### config.mk
export PLATFORM = sky130hd
export DESIGN_NAME = acsb_control
export DESIGN_NICKNAME = d
export VERILOG_FILES = /design/src/logic/acsb_control.v /design/src/logic/acsb_seq_counter.v
export VERILOG_INCLUDE_DIRS = /design/src /design/src/logic
export SDC_FILE = /design/constraint.sdc
export NUM_CORES = 1
export LEC_CHECK = 0
export BUFFER_PORTS_ARGS = -buffer_cell sky130_fd_sc_hd__buf_2
export CAP_MARGIN = 20
export CORE_ASPECT_RATIO = 1.4
export CORE_MARGIN = 10
export CORE_UTILIZATION = 52
export DETAILED_ROUTE_END_ITERATION = 10
export GPL_ROUTABILITY_DRIVEN = 0
export GPL_TIMING_DRIVEN = 0
export PLACE_DENSITY = 0.9
export RECOVER_POWER = 25
export REMOVE_ABC_BUFFERS = 1
export SLEW_MARGIN = 10
export SYNTH_ARGS = -nofsm -noshare
export SYNTH_HDL_FRONTEND = slang
export SYNTH_SLANG_ARGS = --single-unit
### constraint.sdc
create_clock -name clock_in -period 3.2 [get_ports clock_in]
set_clock_uncertainty 0.1 [all_clocks]
set_input_delay 0 -clock clock_in [delete_from_list [all_inputs] [get_ports clock_in]]
set_output_delay 0 -clock clock_in [all_outputs]
set_load 0.01 [all_outputs]
### src/logic/acsb_defs.vh
// Constants for the converter control block: offsets, fields, reset values
`ifndef ACSB_DEFS_VH
`define ACSB_DEFS_VH
// ----------------------------------------
// Register byte offsets
// ----------------------------------------
`define ACSB_OFS_CTRL2 4'h0
`define ACSB_OFS_STATUS 4'h4
`define ACSB_OFS_MASK 4'h8
`define ACSB_OFS_POINTER 4'hc
// ----------------------------------------
// Control register fields
// ----------------------------------------
`define ACSB_REF_HI 15
`define ACSB_REF_LO 13
`define ACSB_OFFSET_CALIBRATION_ENABLE_BIT 12
`define ACSB_SCAN_BIT 10
`define ACSB_FILL_BIT 7
`define ACSB_SEQ_HI 5
`define ACSB_SEQ_LO 2
`define ACSB_SPLIT_BIT 1
`define ACSB_ALT_BIT 0
`define ACSB_CTRL2_WMASK 32'h0000_f43f
`define ACSB_CTRL2_RESET 32'h0000_0000
// ----------------------------------------
// Reference selection codes
// ----------------------------------------
`define ACSB_REF_SUPPLY 3'h0
`define ACSB_REF_EXT_POS 3'h1
`define ACSB_REF_EXT_NEG 3'h2
`define ACSB_REF_EXT_BOTH 3'h3
// ----------------------------------------
// Status bits
// ----------------------------------------
`define ACSB_ST_SEQ_IRQ 0
`define ACSB_ST_HALF_SWAP 1
`define ACSB_ST_WIDTH 2
`endif

### src/logic/acsb_control.v
// Converter second control register with sequencing and buffer control
//
// Behaviour
// - Reference field: 000 supply, 001 ext pos, 010 ext neg, 011 both, 1xx supply.
// - Calibration bit set ties both amplifier inputs to low reference.
// - Calibration clear: inputs follow channel and scan selection.
// - Bit 10 set scans selected inputs; clear means no scan.
// - Fill status reads one when filling upper half, zero when lower.
// - Interrupt after every (N+1)th sample/convert sequence.
// - Split bit set: two 8-word halves; clear: one 16-word buffer.
// - Alternate bit set: first set first, then second and first alternate.
// - Alternate bit clear: first multiplexer set for every sample.
// - Bits 31-16, 11, 9-8 and 6 read zero, ignore writes.
//
// Added by the designer: the Avalon-MM slave port and the register addresses.
`timescale 1ns/10ps
`include "acsb_defs.vh"
module acsb_control
#(
	parameter SEQ_WIDTH = 4,
	parameter PTR_WIDTH = 4
)
(
	input wire clock_in,
	input wire reset_in,
	input wire clock_enable_in,
	input wire [3:0] avs_address_in,
	input wire avs_read_in,
	input wire avs_write_in,
	input wire [31:0] avs_writedata_in,
	input wire [3:0] avs_byteenable_in,
	output reg [31:0] avs_readdata_out,
	output reg avs_waitrequest_out,
	input wire sample_done_in,
	input wire sequence_done_in,
	output reg [2:0] high_reference_out,
	output reg [2:0] low_reference_out,
	output reg amp_inputs_to_low_ref_out,
	output reg channel_path_select_out,
	output reg input_scan_enable_out,
	output reg mux_set_b_out,
	output reg buffer_fill_status_out,
	output reg [PTR_WIDTH-1:0] result_write_ptr_out,
	output reg result_write_out,
	output reg irq_out
);
	// ----------------------------------------
	// Control register and interrupt state
	// ----------------------------------------
	reg [2:0] ref_sel_reg;
	reg offset_calibration_enable_reg;
	reg scan_reg;
	reg [SEQ_WIDTH-1:0] seq_limit_reg;
	reg split_reg;
	reg alt_reg;
	reg [`ACSB_ST_WIDTH-1:0] status_reg;
	reg [`ACSB_ST_WIDTH-1:0] mask_reg;
	reg ack_reg;
	wire [31:0] byte_mask;
	wire [31:0] wdata_masked;
	wire boundary;
	wire ctrl_write;
	reg [31:0] ctrl2_view;
	reg [31:0] rdata_next;
	reg [2:0] high_ref_next;
	reg [2:0] low_ref_next;
	reg first_sample_reg;
	wire bus_accept;
	wire status_write;
	wire mask_write;
	genvar b;
	generate
		for (b = 0; b < 4; b = b + 1)
		begin : g_lane
			assign byte_mask[b*8+7:b*8] = {8{avs_byteenable_in[b]}};
		end
	endgenerate
	assign wdata_masked = avs_writedata_in & byte_mask;
	// Writes land on the acknowledge edge, the only edge at which the master sees waitrequest low
	assign bus_accept = avs_write_in && ack_reg;
	assign ctrl_write = bus_accept && (avs_address_in == `ACSB_OFS_CTRL2);
	assign status_write = bus_accept && (avs_address_in == `ACSB_OFS_STATUS) && avs_byteenable_in[0];
	assign mask_write = bus_accept && (avs_address_in == `ACSB_OFS_MASK) && avs_byteenable_in[0];
	// ----------------------------------------
	// Read view of the control register
	// ----------------------------------------
	always @*
	begin
		ctrl2_view = 32'h0000_0000;
		ctrl2_view[`ACSB_REF_HI:`ACSB_REF_LO] = ref_sel_reg;
		ctrl2_view[`ACSB_OFFSET_CALIBRATION_ENABLE_BIT] = offset_calibration_enable_reg;
		ctrl2_view[`ACSB_SCAN_BIT] = scan_reg;
		ctrl2_view[`ACSB_FILL_BIT] = buffer_fill_status_out;
		ctrl2_view[`ACSB_SEQ_HI:`ACSB_SEQ_LO] = seq_limit_reg;
		ctrl2_view[`ACSB_SPLIT_BIT] = split_reg;
		ctrl2_view[`ACSB_ALT_BIT] = alt_reg;
	end
	always @*
	begin
		if (avs_address_in == `ACSB_OFS_CTRL2)
			rdata_next = ctrl2_view;
		else if (avs_address_in == `ACSB_OFS_STATUS)
			rdata_next = {30'h0000_0000, status_reg};
		else if (avs_address_in == `ACSB_OFS_MASK)
			rdata_next = {30'h0000_0000, mask_reg};
		else if (avs_address_in == `ACSB_OFS_POINTER)
			rdata_next = {{(32-PTR_WIDTH){1'b0}}, result_write_ptr_out};
		else
			rdata_next = 32'h0000_0000;
	end
	// ----------------------------------------
	// Bus slave: one wait cycle, then acknowledge
	// ----------------------------------------
	always @(posedge clock_in or posedge reset_in)
	begin
		if (reset_in)
		begin
			ack_reg <= 1'b0;
			avs_waitrequest_out <= 1'b1;
			avs_readdata_out <= 32'h0000_0000;
		end
		else if (clock_enable_in)
		begin
			// Waitrequest is low only in the ack cycle, so each access takes two edges
			if ((avs_read_in || avs_write_in) && !ack_reg)
			begin
				ack_reg <= 1'b1;
				avs_waitrequest_out <= 1'b0;
				avs_readdata_out <= rdata_next;
			end
			else
			begin
				ack_reg <= 1'b0;
				avs_waitrequest_out <= 1'b1;
			end
		end
	end
	// ----------------------------------------
	// Control fields
	// ----------------------------------------
	always @(posedge clock_in or posedge reset_in)
	begin
		if (reset_in)
		begin
			ref_sel_reg <= 3'h0;
			offset_calibration_enable_reg <= 1'b0;
			scan_reg <= 1'b0;
			seq_limit_reg <= {SEQ_WIDTH{1'b0}};
			split_reg <= 1'b0;
			alt_reg <= 1'b0;
			mask_reg <= {`ACSB_ST_WIDTH{1'b0}};
		end
		else if (clock_enable_in)
		begin
			if (ctrl_write)
			begin
				ref_sel_reg <= (wdata_masked[`ACSB_REF_HI:`ACSB_REF_LO] & byte_mask[15:13]) |
					(ref_sel_reg & ~byte_mask[15:13]);
				if (avs_byteenable_in[1])
				begin
					offset_calibration_enable_reg <= avs_writedata_in[`ACSB_OFFSET_CALIBRATION_ENABLE_BIT];
					scan_reg <= avs_writedata_in[`ACSB_SCAN_BIT];
				end
				if (avs_byteenable_in[0])
				begin
					seq_limit_reg <= avs_writedata_in[`ACSB_SEQ_HI:`ACSB_SEQ_LO];
					split_reg <= avs_writedata_in[`ACSB_SPLIT_BIT];
					alt_reg <= avs_writedata_in[`ACSB_ALT_BIT];
				end
			end
			if (mask_write)
				mask_reg <= avs_writedata_in[`ACSB_ST_WIDTH-1:0];
		end
	end
	// ----------------------------------------
	// Sequence counting
	// ----------------------------------------
	acsb_seq_counter #(
		.WIDTH(SEQ_WIDTH)
	) u_seq (
		.clock_in(clock_in),
		.reset_in(reset_in),
		.enable_in(clock_enable_in),
		.clear_in(ctrl_write),
		.done_in(sequence_done_in),
		.limit_in(seq_limit_reg),
		.boundary_out(boundary)
	);
	// ----------------------------------------
	// Buffer pointer and multiplexer alternation
	// ----------------------------------------
	always @(posedge clock_in or posedge reset_in)
	begin
		if (reset_in)
		begin
			first_sample_reg <= 1'b1;
			mux_set_b_out <= 1'b0;
			buffer_fill_status_out <= 1'b0;
			result_write_ptr_out <= {PTR_WIDTH{1'b0}};
			result_write_out <= 1'b0;
		end
		else if (clock_enable_in)
		begin
			result_write_out <= sample_done_in;
			// Rewriting the control register restarts the sequence from sample A
			if (ctrl_write)
			begin
				first_sample_reg <= 1'b1;
				mux_set_b_out <= 1'b0;
				buffer_fill_status_out <= 1'b0;
				result_write_ptr_out <= {PTR_WIDTH{1'b0}};
			end
			else
			begin
				if (sample_done_in)
				begin
					first_sample_reg <= 1'b0;
					if (alt_reg)
						mux_set_b_out <= first_sample_reg ? 1'b1 : ~mux_set_b_out;
					else
						mux_set_b_out <= 1'b0;
					// Split mode keeps the top pointer bit equal to the fill status
					if (split_reg)
						result_write_ptr_out <= {buffer_fill_status_out, result_write_ptr_out[PTR_WIDTH-2:0] +
							{{(PTR_WIDTH-2){1'b0}}, 1'b1}};
					else
						result_write_ptr_out <= result_write_ptr_out + {{(PTR_WIDTH-1){1'b0}}, 1'b1};
				end
				if (boundary && split_reg)
				begin
					buffer_fill_status_out <= ~buffer_fill_status_out;
					result_write_ptr_out <= {~buffer_fill_status_out, {(PTR_WIDTH-1){1'b0}}};
				end
				else if (boundary)
					result_write_ptr_out <= {PTR_WIDTH{1'b0}};
			end
		end
	end
	// ----------------------------------------
	// Event status and interrupt
	// ----------------------------------------
	always @(posedge clock_in or posedge reset_in)
	begin
		if (reset_in)
		begin
			status_reg <= {`ACSB_ST_WIDTH{1'b0}};
			irq_out <= 1'b0;
		end
		else if (clock_enable_in)
		begin
			// Set wins over a simultaneous write-one clear
			status_reg[`ACSB_ST_SEQ_IRQ] <= boundary |
				(status_reg[`ACSB_ST_SEQ_IRQ] & ~(status_write & avs_writedata_in[`ACSB_ST_SEQ_IRQ]));
			status_reg[`ACSB_ST_HALF_SWAP] <= (boundary & split_reg) |
				(status_reg[`ACSB_ST_HALF_SWAP] & ~(status_write & avs_writedata_in[`ACSB_ST_HALF_SWAP]));
			// Registered, so the line follows the status one cycle late
			irq_out <= |(status_reg & mask_reg);
		end
	end
	// ----------------------------------------
	// Reference decode
	// ----------------------------------------
	always @*
	begin
		high_ref_next = `ACSB_REF_SUPPLY;
		low_ref_next = `ACSB_REF_SUPPLY;
		case (ref_sel_reg)
			`ACSB_REF_EXT_POS:
				high_ref_next = `ACSB_REF_EXT_POS;
			`ACSB_REF_EXT_NEG:
				low_ref_next = `ACSB_REF_EXT_NEG;
			`ACSB_REF_EXT_BOTH:
			begin
				high_ref_next = `ACSB_REF_EXT_POS;
				low_ref_next = `ACSB_REF_EXT_NEG;
			end
			default:
			begin
				high_ref_next = `ACSB_REF_SUPPLY;
				low_ref_next = `ACSB_REF_SUPPLY;
			end
		endcase
	end
	// ----------------------------------------
	// Analog steering outputs
	// ----------------------------------------
	always @(posedge clock_in or posedge reset_in)
	begin
		if (reset_in)
		begin
			high_reference_out <= `ACSB_REF_SUPPLY;
			low_reference_out <= `ACSB_REF_SUPPLY;
			amp_inputs_to_low_ref_out <= 1'b0;
			channel_path_select_out <= 1'b1;
			input_scan_enable_out <= 1'b0;
		end
		else if (clock_enable_in)
		begin
			high_reference_out <= high_ref_next;
			low_reference_out <= low_ref_next;
			// Calibration overrides scanning so no channel reaches the amplifier meanwhile
			amp_inputs_to_low_ref_out <= offset_calibration_enable_reg;
			channel_path_select_out <= ~offset_calibration_enable_reg;
			input_scan_enable_out <= scan_reg & ~offset_calibration_enable_reg;
		end
	end
endmodule

### src/logic/acsb_seq_counter.v
// Sequence counter that flags every (N+1)th completed sequence
`timescale 1ns/10ps
`include "acsb_defs.vh"
module acsb_seq_counter
#(
	parameter WIDTH = 4
)
(
	input wire clock_in,
	input wire reset_in,
	input wire enable_in,
	input wire clear_in,
	input wire done_in,
	input wire [WIDTH-1:0] limit_in,
	output reg boundary_out
);
	reg [WIDTH-1:0] count_reg;
	always @(posedge clock_in or posedge reset_in)
	begin
		if (reset_in)
		begin
			count_reg <= {WIDTH{1'b0}};
			boundary_out <= 1'b0;
		end
		else if (enable_in)
		begin
			boundary_out <= 1'b0;
			if (clear_in)
				count_reg <= {WIDTH{1'b0}};
			else if (done_in)
			begin
				if (count_reg >= limit_in)
				begin
					count_reg <= {WIDTH{1'b0}};
					boundary_out <= 1'b1;
				end
				else
					count_reg <= count_reg + {{(WIDTH-1){1'b0}}, 1'b1};
			end
		end
	end
endmodule

==> results.tsv <==
stage	metric	value	unit
outcome	status	finished, final reports clean	
global_route	largest net degree at the start of global routing	34	
yosys	Mapped Cells	220	
layout	Final nets	338	
pwr	Leak	1.52	nW
global_route	vias in the first global route	1963	
worst_setup_path	Max FO, Critical Path	5	
detailed_routing	total routed wirelength	5.41	mm
worst_setup_path	CP Data Required Time	3.31	ns
worst_setup_path	CP Launch Type	flop	
cts	hold_buf cts	16	
detailed_routing	Via Count	1733	
cts	Worst-path clk slew	0.08	ns
layout	final-layout fill cell count	371	
timing	setup TNS	0	ns
worst_setup_path	CP arrival	2.25	ns
place	placed cell area	2650	um2
worst_setup_path	Setup crit start	u_seq.count_reg[0]$_DFFE_PP0P_	
global_route	number of antenna violations at the first check in global routing	0	
detailed_routing	WL per Instance	15.6	um
floorplanning	core box area	4540	um2
place	Port Buffers	49	
worst_setup_path	FF-to-FF setup slack	1.06	ns
worst_setup_path	crit-path most repeated cell	o21ai_0	
pwr	Clk network pwr share	25.7	%
global_route	first-pass GRT wire length	9.27	mm
floorplanning	# IOs	97	
detailed_routing	antenna viol nets, final	0	
timing	Hold Fails Final Rpt	0	
timing	f_max	0.468	GHz
cts	CTS max path bufs	2	
yosys	Syn Std Cell Area	2430	um2
place	DPL Wire Length	4.12	mm
yosys	Warnings, synthesis	0	
cts	post-CTS sizing	0	
layout	Reg area	1200	um2
cts	total CTS buffers	5	
global_route	GRT Util Overall	14.4	%
worst_setup_path	Worst path slowest cell	a2111oi_0	
timing	Max Slew Vio Count	0	
timing	Slew headroom	43.2	%
yosys	Commonest cells post-synth	45 x dfrtp_1, 25 x buf_4, 20 x nand2_1	
worst_setup_path	worst path buffer plus inverter count	1	
global_route	total gr overflow	0	
pwr	combinational share of power	25.3	%
layout	Util after Layout	64.2	%
worst_setup_path	crit path cell chain	inv_1, ha_1, nand2b_1, a2111oi_0, o21ai_0, o21ai_0	
floorplanning	initial core utilization	53.5	%
yosys	Synth Register Bits	48	
worst_setup_path	Critical Path Sink Type	flop	
worst_setup_path	R2R cell count	6	
worst_setup_path	CP delay by family, top	compound AO/OA/AOI/OAI gates	
floorplanning	die area	7840	um2
timing	Final Cycle Share	66.8	%
layout	area taken by multi-input logic gates	1040	um2
worst_setup_path	RR Startpoint	u_seq.count_reg[0]$_DFFE_PP0P_	
cts	Post CTS Setup Buffer Count	0	
pwr	Worst VDD drop	0.317	mV
detailed_routing	Vias/cell	4.98	
yosys	ys async rst share	100	%
layout	diodes inserted	0	
floorplanning	height of the die	101	um
yosys	number of synthesized flops with an enable pin	0	
yosys	Synth Flop Type	dfrtp_1	
pwr	Total Power	0.00162	W
yosys	area share of the largest cell type after synthesis	46.4	%
worst_setup_path	Critical path destination	u_seq.count_reg[3]$_DFFE_PP0P_	
cts	root buf cell	clkbuf_8	
worst_setup_path	slowest stage delay, CP	0.65	ns
timing	unrepaired setup endpoints after global routing	false	
yosys	most numerous cell in the Yosys netlist	dfrtp_1	
pwr	Net Sw Power	0.000490	W
cts	Clk Latency, worst-skew pair	0.29	ns
yosys	largest cells by area after synthesis	dfrtp_1 46%, buf_4 7.7%, a22o_1 4.3%	
timing	post-route minimum period	2.14	ns
floorplanning	row count	29	
cts	htree depth	2	
floorplanning	Die Wd	77.8	um
layout	Most flops, register	avs_readdata_out	
layout	Largest register FFs	12	
cts	TritonCTS clock tree	yes	
yosys	Yosys cell types	49	
worst_setup_path	Worst path depth	6	
pwr	Seq pwr share	49.0	%
detailed_routing	DRT iter0 DRCs	155	
yosys	area leader, netlist	dfrtp_1	
layout	P&R area growth vs syn	19.9	%
layout	share of layout cells above drive strength 1	28.3	%
worst_setup_path	Reg-to-Reg End	u_seq.count_reg[3]$_DFFE_PP0P_	
timing	setup violators final	0	
pwr	cell internal pwr	0.00113	W
pwr	sw frac	30.2	%
worst_setup_path	Worst Path Class, Setup	flop to flop	
hold_path	Hold Path Class	primary input to flop	
cts	clk sinks	48	
pwr	pwr/cell area	557	nW/um2
detailed_routing	DRC	0	
layout	final instance area	2910	um2
yosys	syn_area_per_cell	11.0	um2
detailed_routing	1st-pass router iterations	4	
timing	worst slew pin tran	0.849	ns
yosys	register area share after synthesis	49.6	%
flow_run	# Max-Cap Violations	0	
==> metrics by stage <==
| stage | worst slack, ns | hold WS (ns) | instances |
|---|---|---|---|
| after global routing | 0.793 | 0.00490 | 348 |
| after detailed placement | 1.13 | -0.118 | 324 |
| final | 1.06 | 0.00664 | 348 |
| after floorplan | 1.37 | -0.0374 | 212 |
| after global placement | 1.14 | 0.108 | 323 |
| after CTS | 1.07 | 0.00238 | 348 |
==> routing by layer <==
layer / track usage [%] / wire, um / vias up
met5: 0 / 0 / -
met3: 4.29 / 333 / 15
met1: 15.5 / 2130 / 810
met4: 7.61 / 165 / 0
met2: 25.0 / 2780 / 57
li1: - / - / 851
==> worst register-to-register path, cell delays in order (launching register included) <==
cell	delay, ns
dfrtp_1	0.41
inv_1	0.06
ha_1	0.26
nand2b_1	0.15
a2111oi_0	0.65
o21ai_0	0.24
o21ai_0	0.19
==> layout by cell type (no fill, tap or decap), drive strengths merged, types with 2 or more instances in the layout <==
master,instances
buf,50
dlygate4sd3,16
a21oi,3
a221o,2
dfrtp,45
mux2,14
clkbuf,6
o21a,3
nand4,2
a22o,12
nor2,9
a22oi,2
o31ai,2
dfstp,3
o22ai,4
nor2b,2
xor2,3
conb,24
inv,15
o21ai,13
ha,6
nor3,3
nand3,4
nor3b,2
nand2,21
==> how the worst min path moves through the flow <==
stage | start | endpoint | slack [ns] | cells after the start
CTS | avs_byteenable_in[1] | flop | 0.002 | 3
detailed placement | reset_in | avs_readdata_out[15]$_DFFE_PP0P_ | -0.12 | 2
finish | avs_byteenable_in[1] | flop | 0.007 | 3
global route | avs_byteenable_in[1] | flop | 0.005 | 3
floorplan | clock_enable_in | channel_path_select_out$_DFFE_PP1P_ | -0.04 | 1
global placement | avs_writedata_in[5] | seq_limit_reg[3]$_DFFE_PP0P_ | 0.11 | 3
==> power by group through the flow <==
stage          clock network [W]  registers, W  logic, W
4_1_cts                 0.000431      0.000794  0.000413
3_5_place_dp                   0      0.000806  0.000397
2_1_floorplan                  0      0.000805  0.000252
5_1_grt                 0.000459      0.000811  0.000470
6_report                0.000417      0.000795  0.000410
3_3_place_gp                   0      0.000801  0.000378
==> cell type report <==
class / count / area share, %
sequential: 48 / 41.4
clock buffer: 6 / 2.49
multi-input combinational: 149 / 35.7
clock inverter: 2 / 1.20
timing repair buffer: 66 / 14.6
inverter: 15 / 1.93
tap: 62 / 2.66
==> logic make-up after synthesis <==
group                    synth area share (%)
other                                   0.154
adder cells (fa/ha/maj)                  3.09
XOR/XNOR                                 1.44
buffers and inverters                    11.1
multiplexers                             8.60
AO/OA/AOI/OAI                            14.6
flip-flops                               49.6
AND/OR/NAND/NOR                          11.4
No activity file was read; power rests on OpenSTA's default activity.
